## config.mk

```make
export PLATFORM = sky130hd
export DESIGN_NAME = mrs_sequencer
export DESIGN_NICKNAME = d
export VERILOG_FILES = /design/src/logic/mrs_sequencer.v
export VERILOG_INCLUDE_DIRS = /design/src /design/src/common
export SDC_FILE = /design/constraint.sdc
export NUM_CORES = 2
export LEC_CHECK = 0
export ABC_AREA = 1
export BUFFER_PORTS_ARGS = -buffer_cell sky130_fd_sc_hd__buf_4
export CORE_MARGIN = 10
export CORE_UTILIZATION = 32
export CTS_CLUSTER_DIAMETER = 60
export DETAILED_ROUTE_END_ITERATION = 7
export HOLD_SLACK_MARGIN = 0.02
export PLACE_DENSITY = 0.44
export SLEW_MARGIN = 20
export SYNTH_ARGS = -nofsm -noshare
export SYNTH_HDL_FRONTEND = slang
export SYNTH_SLANG_ARGS = --single-unit
```

## constraint.sdc

```tcl
create_clock -name i_sys_clk -period 4.11 [get_ports i_sys_clk]
set_input_delay 0.411 -clock i_sys_clk [delete_from_list [all_inputs] [get_ports i_sys_clk]]
set_output_delay 0.411 -clock i_sys_clk [all_outputs]
set_load 0.02 [all_outputs]
```

## src/common/mrs_defs.vh

```
/*
  Constants of the multi-region readout sequencer: link codes, table
  size, reset values and timing counts at the 40 MHz system clock.
  Assumes it is included by bare name into the design file.
*/
`ifndef MRS_DEFS_VH
`define MRS_DEFS_VH

// Table size
`define MRS_MAX_ROWS 4'h8

// Link control character and header words
`define MRS_KCHAR 16'h000A
`define MRS_HDR_CFG 16'h0000
`define MRS_HDR_RST 16'h0052

// Reset values
`define MRS_CC_RST 8'h00
`define MRS_CPR_RST 24'h00_0001

// Clock and timing, times in ns
`define MRS_CLK_MHZ 40
`define MRS_COORD_NS 2500
`define MRS_COORD_CYC ((`MRS_COORD_NS * `MRS_CLK_MHZ) / 1000)
// Last cycle of one corner slot, 100 cycles less one, at counter width
`define MRS_COORD_LAST 8'h63
`define MRS_PIX_NS 6000
`define MRS_PIX_CYC ((`MRS_PIX_NS * `MRS_CLK_MHZ) / 1000)
// Last cycle of one pixel slot, 240 cycles less one, at counter width
`define MRS_PIX_LAST 8'hEF

// 25 MHz delay tick from 40 MHz: add 5 per cycle modulo 8
`define MRS_TICK_NUM 4'h5
`define MRS_TICK_DEN 4'h8

`endif

```

## src/logic/mrs_sequencer.v

```verilog
/*
  Multi-region readout sequencer: region table, global reset and
  configuration packets, per-region coordinate load, raster read and
  post-read delay. Assumes all inputs come from logic on i_sys_clk
  (command decoder and pixel converter), so none are synchronised.
*/
// Functional notes
// - Table holds up to eight region rows, each a full window.
// - Regions are visited in row order, first row first.
// - One row write command stores one whole table row.
// - A zero sample_period is never sampled and ends the table.
// - Region sampled on iteration i when i mod sample_period is zero.
// - active_region_count is the number of rows before first zero.
// - With video off the sequencer idles once the current pass ends, no resets, reads or packets.
// - Each pass: full frame, global reset, config packet, release.
// - Iterations 1..cycle count: coordinates, read, then delay.
// - Cycle count has its own write command and is held.
// - Host command polled once per pass, at the reset point.
// - post_read_delay is 24 bits of 40 ns ticks, zero no wait.
// - Four corner words sent serially, 2.5 us each, before a read.
// - Raster of the region is read before the next is programmed.
// - Regions read one at a time through one channel.
// - Every link packet begins with the control character.
// - Header after control: 00 config, 01..08 region, 52 reset.
// - Config counter from zero, bumps on row change, sent after 00.
// - Pixels read at a fixed 6 us rate.
`timescale 1ns/1ps
`include "mrs_defs.vh"

module mrs_sequencer (
  input wire i_sys_clk,
  input wire i_rstn,
  input wire i_video_on,
  input wire i_row_wr,
  input wire [2:0] i_row_index,
  input wire [11:0] i_row_period,
  input wire [23:0] i_row_delay,
  input wire [11:0] i_row_col,
  input wire [11:0] i_row_start,
  input wire [11:0] i_row_ncol,
  input wire [11:0] i_row_nrow,
  input wire i_cpr_wr,
  input wire [23:0] i_cpr_value,
  input wire [15:0] i_pixel_data,
  output reg o_cmd_poll,
  output reg o_full_frame,
  output reg o_global_reset,
  output reg [23:0] o_coord_word,
  output reg o_coord_strobe,
  output reg o_pix_strobe,
  output reg [11:0] o_pix_col,
  output reg [11:0] o_pix_row,
  output reg o_link_valid,
  output reg o_link_k,
  output reg [15:0] o_link_data,
  output reg [3:0] o_active_count,
  output reg [7:0] o_config_count,
  output wire o_busy
);

  localparam [2:0] S_IDLE = 3'd0;
  localparam [2:0] S_RST = 3'd1;
  localparam [2:0] S_ITER = 3'd2;
  localparam [2:0] S_COORD = 3'd3;
  localparam [2:0] S_HDR = 3'd4;
  localparam [2:0] S_PIX = 3'd5;
  localparam [2:0] S_DELAY = 3'd6;
  localparam [7:0] COORD_LAST = `MRS_COORD_LAST;
  localparam [7:0] PIX_LAST = `MRS_PIX_LAST;

  // Region table, one entry per row
  reg [11:0] t_per [0:7];
  reg [23:0] t_dly [0:7];
  reg [11:0] t_col [0:7];
  reg [11:0] t_row [0:7];
  reg [11:0] t_ncol [0:7];
  reg [11:0] t_nrow [0:7];
  reg [11:0] phase [0:7];
  reg [23:0] cpr;

  reg [2:0] state;
  reg [23:0] iter;
  reg [3:0] cur;
  reg [3:0] wcnt;
  reg [3:0] crow;
  reg [2:0] fld;
  reg [1:0] corner;
  reg [7:0] cyc;
  reg [11:0] col;
  reg [11:0] row;
  reg [23:0] dly;
  reg [3:0] frac;
  reg [3:0] next_count;
  reg stop;
  // One loop index per process so no variable has two drivers
  integer kc;
  integer kt;
  integer ks;

  wire [2:0] ci = cur[2:0];
  wire [11:0] ph_nxt = phase[ci] + 12'h001;
  wire [3:0] frac_sum = frac + `MRS_TICK_NUM;
  wire tick = (frac_sum >= `MRS_TICK_DEN);

  assign o_busy = (state != S_IDLE);

  ////////////////////////////////////////////////////////////////////
  // Table row field for the configuration packet
  function [15:0] mrs_field;
    input [2:0] f;
    input [2:0] r;
    begin
      case (f)
        3'd0: mrs_field = {4'h0, t_per[r]};
        3'd1: mrs_field = t_dly[r][15:0];
        3'd2: mrs_field = {4'h0, t_col[r]};
        3'd3: mrs_field = {4'h0, t_row[r]};
        3'd4: mrs_field = {4'h0, t_ncol[r]};
        default: mrs_field = {4'h0, t_nrow[r]};
      endcase
    end
  endfunction

  ////////////////////////////////////////////////////////////////////
  // rows before first zero period
  always @* begin
    next_count = 4'h0;
    stop = 1'b0;
    for (kc = 0; kc < 8; kc = kc + 1) begin
      if (!stop && t_per[kc] != 12'h000)
        next_count = next_count + 4'h1;
      else
        stop = 1'b1;
    end
  end

  ////////////////////////////////////////////////////////////////////
  // Table writes, cycle count and configuration counter
  always @(posedge i_sys_clk or negedge i_rstn) begin
    if (!i_rstn) begin
      for (kt = 0; kt < 8; kt = kt + 1) begin
        t_per[kt] <= 12'h000;
        t_dly[kt] <= 24'h00_0000;
        t_col[kt] <= 12'h000;
        t_row[kt] <= 12'h000;
        t_ncol[kt] <= 12'h000;
        t_nrow[kt] <= 12'h000;
      end
      cpr <= `MRS_CPR_RST;
      o_config_count <= `MRS_CC_RST;
      o_active_count <= 4'h0;
    end else begin
      o_active_count <= next_count;
      if (i_row_wr) begin
        t_per[i_row_index] <= i_row_period;
        t_dly[i_row_index] <= i_row_delay;
        t_col[i_row_index] <= i_row_col;
        t_row[i_row_index] <= i_row_start;
        t_ncol[i_row_index] <= i_row_ncol;
        t_nrow[i_row_index] <= i_row_nrow;
        o_config_count <= o_config_count + 8'h01;
      end
      if (i_cpr_wr)
        cpr <= i_cpr_value;
    end
  end

  ////////////////////////////////////////////////////////////////////
  // Readout sequencer; link words are one-cycle pulses
  always @(posedge i_sys_clk or negedge i_rstn) begin
    if (!i_rstn) begin
      state <= S_IDLE;
      iter <= 24'h00_0000;
      cur <= 4'h0;
      wcnt <= 4'h0;
      crow <= 4'h0;
      fld <= 3'd0;
      corner <= 2'd0;
      cyc <= 8'h00;
      col <= 12'h000;
      row <= 12'h000;
      dly <= 24'h00_0000;
      frac <= 4'h0;
      for (ks = 0; ks < 8; ks = ks + 1)
        phase[ks] <= 12'h000;
      o_cmd_poll <= 1'b0;
      o_full_frame <= 1'b0;
      o_global_reset <= 1'b0;
      o_coord_word <= 24'h00_0000;
      o_coord_strobe <= 1'b0;
      o_pix_strobe <= 1'b0;
      o_pix_col <= 12'h000;
      o_pix_row <= 12'h000;
      o_link_valid <= 1'b0;
      o_link_k <= 1'b0;
      o_link_data <= 16'h0000;
    end else begin
      o_cmd_poll <= 1'b0;
      o_coord_strobe <= 1'b0;
      o_pix_strobe <= 1'b0;
      o_link_valid <= 1'b0;
      o_link_k <= 1'b0;
      case (state)
        S_IDLE: begin
          if (i_video_on) begin
            o_cmd_poll <= 1'b1;
            state <= S_RST;
            wcnt <= 4'h0;
            crow <= 4'h0;
            fld <= 3'd0;
          end
        end
        S_RST: begin
          o_full_frame <= 1'b1;
          o_global_reset <= 1'b1;
          o_link_valid <= 1'b1;
          if (wcnt < 4'h5)
            wcnt <= wcnt + 4'h1;
          case (wcnt)
            4'h0, 4'h2: begin
              o_link_k <= 1'b1;
              o_link_data <= `MRS_KCHAR;
            end
            4'h1: o_link_data <= `MRS_HDR_RST;
            4'h3: o_link_data <= `MRS_HDR_CFG;
            4'h4: o_link_data <= {8'h00, o_config_count};
            default: begin
              if (crow >= o_active_count) begin
                o_link_valid <= 1'b0;
                o_global_reset <= 1'b0;
                iter <= 24'h00_0001;
                cur <= 4'h0;
                for (ks = 0; ks < 8; ks = ks + 1)
                  phase[ks] <= 12'h000;
                state <= S_ITER;
              end else begin
                o_link_data <= mrs_field(fld, crow[2:0]);
                if (fld == 3'd5) begin
                  fld <= 3'd0;
                  crow <= crow + 4'h1;
                end else begin
                  fld <= fld + 3'd1;
                end
              end
            end
          endcase
        end
        S_ITER: begin
          if (cur >= o_active_count) begin
            if (iter >= cpr) begin
              if (i_video_on) begin
                o_cmd_poll <= 1'b1;
                state <= S_RST;
              end else begin
                o_full_frame <= 1'b0;
                state <= S_IDLE;
              end
              wcnt <= 4'h0;
              crow <= 4'h0;
              fld <= 3'd0;
            end else begin
              iter <= iter + 24'h00_0001;
              cur <= 4'h0;
            end
          end else if (ph_nxt >= t_per[ci]) begin
            // sampled when i mod period is zero
            phase[ci] <= 12'h000;
            o_full_frame <= 1'b0;
            corner <= 2'd0;
            cyc <= 8'h00;
            state <= S_COORD;
          end else begin
            phase[ci] <= ph_nxt;
            cur <= cur + 4'h1;
          end
        end
        // four corners, one per 2.5 us
        S_COORD: begin
          if (cyc == 8'h00) begin
            o_coord_strobe <= 1'b1;
            case (corner)
              2'd0: o_coord_word <= {t_row[ci], t_col[ci]};
              2'd1: o_coord_word <= {t_row[ci],
                t_col[ci] + t_ncol[ci] - 12'h001};
              2'd2: o_coord_word <= {t_row[ci] + t_nrow[ci] - 12'h001,
                t_col[ci]};
              default: o_coord_word <= {t_row[ci] + t_nrow[ci] - 12'h001,
                t_col[ci] + t_ncol[ci] - 12'h001};
            endcase
          end
          if (cyc == COORD_LAST) begin
            cyc <= 8'h00;
            corner <= corner + 2'd1;
            if (corner == 2'd3) begin
              wcnt <= 4'h0;
              state <= S_HDR;
            end
          end else begin
            cyc <= cyc + 8'h01;
          end
        end
        S_HDR: begin
          o_link_valid <= 1'b1;
          if (wcnt == 4'h0) begin
            o_link_k <= 1'b1;
            o_link_data <= `MRS_KCHAR;
            wcnt <= 4'h1;
          end else begin
            o_link_data <= {12'h000, cur + 4'h1};
            col <= 12'h000;
            row <= 12'h000;
            cyc <= 8'h00;
            state <= S_PIX;
          end
        end
        // one channel, one region at a time
        S_PIX: begin
          if (cyc == PIX_LAST) begin
            cyc <= 8'h00;
            o_pix_strobe <= 1'b1;
            o_pix_col <= t_col[ci] + col;
            o_pix_row <= t_row[ci] + row;
            if (col + 12'h001 >= t_ncol[ci]) begin
              col <= 12'h000;
              row <= row + 12'h001;
              if (row + 12'h001 >= t_nrow[ci]) begin
                dly <= t_dly[ci];
                frac <= 4'h0;
                state <= S_DELAY;
              end
            end else begin
              col <= col + 12'h001;
            end
          end else begin
            cyc <= cyc + 8'h01;
          end
        end
        // 24-bit delay in 40 ns ticks
        S_DELAY: begin
          if (dly == 24'h00_0000) begin
            cur <= cur + 4'h1;
            state <= S_ITER;
          end else begin
            frac <= tick ? frac_sum - `MRS_TICK_DEN : frac_sum;
            if (tick)
              dly <= dly - 24'h00_0001;
          end
        end
        default: state <= S_IDLE;
      endcase
      // Converter answers while the strobe stands, so the word goes out
      // one cycle after the strobe; no other state sends then
      if (o_pix_strobe) begin
        o_link_valid <= 1'b1;
        o_link_data <= i_pixel_data;
      end
    end
  end

endmodule // mrs_sequencer
```

==> results.txt <==
Synthesized cell area -> 53900 um2
Yosys warnings -> 0
Lkg Pwr -> 0.0310 uW
VDD IR max -> 0.428 mV
Clock tree skew after final layout -> 0.0338 ns
Commonest non-fill, non-tap cell in the layout -> sky130_fd_sc_hd__nand2_1
Power per cell area -> 660 nW/um2
DRC violation count after routing -> 0
CTS HTree Levels -> 4
Number of pins exceeding their max-slew limit in the final report -> 0
Core Area -> 167000 um2
Post-synthesis area per instance -> 7.68 um2
DR vias -> 51300
Largest driver fanout on the critical path -> 15
Iter 0 DRT Violations -> 4871
Path type of the worst min-delay path -> in -> reg
Register bit count reported by yosys -> 979
Total wire length -> 226000 um
Top library cells by usage in the layout, fill and taps aside -> sky130_fd_sc_hd__nand2_1 (1739), sky130_fd_sc_hd__o21ai_0 (1162), sky130_fd_sc_hd__dfrtp_1 (972)
Share of final-layout standard cells stronger than drive strength 1 -> 0.125
Highest metal used -> met5
Proportion of netlist area held by the largest area contributor -> 0.454
WL met1 -> 104000 um
Worst-margin pin slew -> 1.08 ns
Final hold violation count -> 0
Overall fraction of global-route tracks in use -> 0.235
Horiz. Die Dim -> 430 um
Routability congestion estimate from global placement -> 0.886
Remaining antenna violation count after routing -> 0
Number of setup violations in the final report -> 0
Routed wl met3 -> 14000 um
Upper clock frequency limit -> 256 MHz
Worst hold slack -> 0.0636 ns
Net count of the mapped netlist -> 7305
Hold worst-path end -> t_nrow[2]$_DFFE_PN0P_
Count of flip-flops with a built-in enable after synthesis -> 0
Distinct cell type count of the synthesized netlist -> 67
Launch point of the worst hold path -> i_row_nrow[2]
Synth Instances -> 7013
Fraction of synthesis flops using an asynchronous set or reset pin -> 1.00
Count of non-filler cells in the finished layout -> 9769
Die height -> 430 um
Row Count -> 150
Worst rel slew slack -> 0.279
Sequential fraction of the synthesis area -> 0.455
Area leader, netlist -> sky130_fd_sc_hd__dfrtp_1
Detailed Place HPWL -> 156000 um
Total power consumption of the routed design -> 43600 uW
Worst Reg-to-Reg Cells -> 18
Clock Latency Late Sink -> 0.79 ns
Prevailing post-synth register cell -> sky130_fd_sc_hd__dfrtp_1
FF-to-FF End -> dly[5]$_DFFE_PN0P_
Worst Path Class, Setup -> reg -> reg
Met2 routed WL -> 102000 um
Average wire length per cell after detail routing -> 23.1 um
Worst hold path cell count -> 3
Area grow syn2layout -> 22.8%
Starting density of the core -> 0.322
Top-level I/O count -> 216
Number of placed instances with taps included -> 9383
CTS sink count -> 979
Count of maximum capacitance violations -> 0
Wire length of the first global-routing pass -> 334000 um
Final Cycle Share -> 0.952
First-pass iteration count of the detailed router -> 6
Pin count of the biggest net entering global routing -> 124
Post-route setup TNS -> 0 ns
Unrepaired setup endpoints after global routing -> yes
CP endpoint kind -> register
Result of the run -> completed
Startpoint of the worst register-to-register path -> cur[1]$_DFFE_PN0P_
Required time of the critical path -> 4.78 ns
Initial antenna violation count -> 6
Critical Path Source Type -> register
Layout Nets -> 7752
Number of buffers between clock root and the deepest sink -> 3
Number of buffers inserted during clock tree synthesis -> 133
Setup slack on the worst flop-to-flop path -> 0.20 ns
Clock slew seen by the registers of the worst setup and hold paths -> 0.06 ns
GRT Residual Overflow -> 0
Clock tree from TritonCTS -> yes
Cell chosen for the clock root -> sky130_fd_sc_hd__clkbuf_16
Synth area leaders -> sky130_fd_sc_hd__dfrtp_1 (45%), sky130_fd_sc_hd__nand2_1 (12%), sky130_fd_sc_hd__o21ai_0 (11%)
Arrival time of data at the critical path endpoint -> 4.59 ns
Vias in the first global route -> 49600
Total die area -> 185000 um2
Shortest period the worst path allows -> 3.91 ns
DR vias/cell -> 5.25
Port-buffer cells -> 215
-- synthesized netlist by cell type, drive strengths merged (2+ instances only) --
| cell | instances |
|---|---|
| nand2 | 1764 |
| o21ai | 1189 |
| dfrtp | 978 |
| inv | 783 |
| nor2 | 406 |
| a21oi | 316 |
| nand3 | 289 |
| clkbuf | 255 |
| ha | 156 |
| buf | 146 |
| o211ai | 135 |
| o22ai | 109 |
| a221oi | 88 |
| nand4 | 85 |
| xor2 | 60 |
| a22oi | 42 |
| nor3 | 26 |
| o2111ai | 23 |
| or2 | 15 |
| xnor2 | 15 |
| nand3b | 14 |
| nor4 | 13 |
| a31oi | 12 |
| o2bb2ai | 11 |
| a211oi | 9 |
| o21bai | 8 |
| o221ai | 8 |
| a22o | 6 |
| a32oi | 6 |
| o21a | 6 |
| a21o | 4 |
| and3 | 4 |
| clkinv | 4 |
| fa | 4 |
| and2 | 3 |
| o311ai | 3 |
| o31ai | 3 |
| a31o | 2 |
| a41oi | 2 |
| o22a | 2 |
| o41ai | 2 |
-- state kept, by name (all words and copies together) (netlist names), 96 cells and up --
signal and cells:
phase 96, t_ncol 96, t_row 96, t_col 96, t_per 96, t_nrow 96
t_dly 192
-- worst max path at each step --
stage,start,end,slack (ns),cells after the start
3_3_place_gp,cur[0]$_DFFE_PN0P_,o_coord_word[21]$_DFFE_PN0P_,0.09,27
3_5_place_dp,cur[0]$_DFFE_PN0P_,dly[4]$_DFFE_PN0P_,0.004,19
2_1_floorplan,cur[0]$_DFFE_PN0P_,o_coord_word[21]$_DFFE_PN0P_,0.41,25
4_1_cts,cur[0]$_DFFE_PN0P_,dly[4]$_DFFE_PN0P_,0.03,18
5_1_grt,cur[0]$_DFFE_PN0P_,phase[6]$_DFFE_PN0P_,-0.02,24
6_report,cur[1]$_DFFE_PN0P_,dly[5]$_DFFE_PN0P_,0.20,18
-- through the flow --
step	worst slack (ns)	util	area, um2
after floorplan	0.407	-	53900
after global placement	0.0883	0.358	59900
after detailed placement	0.00425	0.358	59900
after CTS	0.0321	0.392	65600
after global routing	-0.0152	0.395	66100
final	0.197	0.395	66100
-- where the power goes --
part | internal, uW | switching [uW]
sequential | 11400 | 1490
combinational | 6570 | 12300
clock | 7100 | 4790
total | 25100 | 18500
-- layout make-up --
cell class / instances / area [um2]
clock inverter: 56 / 622
fill: 17300 / 101000
timing repair buffer: 712 / 6460
clock buffer: 183 / 3820
antenna: 1 / 2.50
timing repair inverter: 1 / 7.51
tap: 2204 / 2760
multi-input combinational: 4846 / 24900
sequential: 979 / 24500
inverter: 787 / 2990
-- kinds of logic (layout without fill, tap and decap cells) --
family / Yosys count / after routing / share of synthesized area
AND/OR/NAND/NOR: 2622 / 2622 / 0.199
AO/OA/AOI/OAI: 1988 / 1988 / 0.209
buffers and inverters: 1188 / 1739 / 0.0863
flip-flops: 979 / 979 / 0.455
adder cells (fa/ha/maj): 160 / 160 / 0.0377
XOR/XNOR: 75 / 75 / 0.0122
multiplexers: 1 / 1 / 0.000209
other: 0 / 1 / 0
-- worst max-delay path, cell delays in order, from the launching register on --
cell and delay [ns]:
sky130_fd_sc_hd__dfrtp_2 0.46, sky130_fd_sc_hd__clkinv_4 0.15, sky130_fd_sc_hd__nand3_4 0.19, sky130_fd_sc_hd__buf_4 0.26, sky130_fd_sc_hd__buf_4 0.27, sky130_fd_sc_hd__o22ai_1 0.09, sky130_fd_sc_hd__a221oi_1 0.28, sky130_fd_sc_hd__nand2_2 0.22
sky130_fd_sc_hd__inv_1 0.16, sky130_fd_sc_hd__ha_1 0.17, sky130_fd_sc_hd__nand4_1 0.12, sky130_fd_sc_hd__or3_1 0.35, sky130_fd_sc_hd__nand4_1 0.12, sky130_fd_sc_hd__o211ai_1 0.16, sky130_fd_sc_hd__nor2_4 0.24, sky130_fd_sc_hd__buf_12 0.17
sky130_fd_sc_hd__buf_4 0.20, sky130_fd_sc_hd__nand3_1 0.08, sky130_fd_sc_hd__o21ai_0 0.08
-- metal layers --
metal	track usage	up-vias
met5	0	-
met3	0.0379	299
met1	0.329	25000
li1	-	24300
met2	0.373	1673
met4	0.0712	2
-- repair_timing --
item,4_1_cts,5_1_grt
endpoints found under the hold margin,420,0
resized for setup,1,68
endpoints found under the setup margin,2,162
pin swaps,0,6
buffers inserted,0,21
cloned,0,5
hold buffers,120,0
Power figures use the tool's default switching activity.
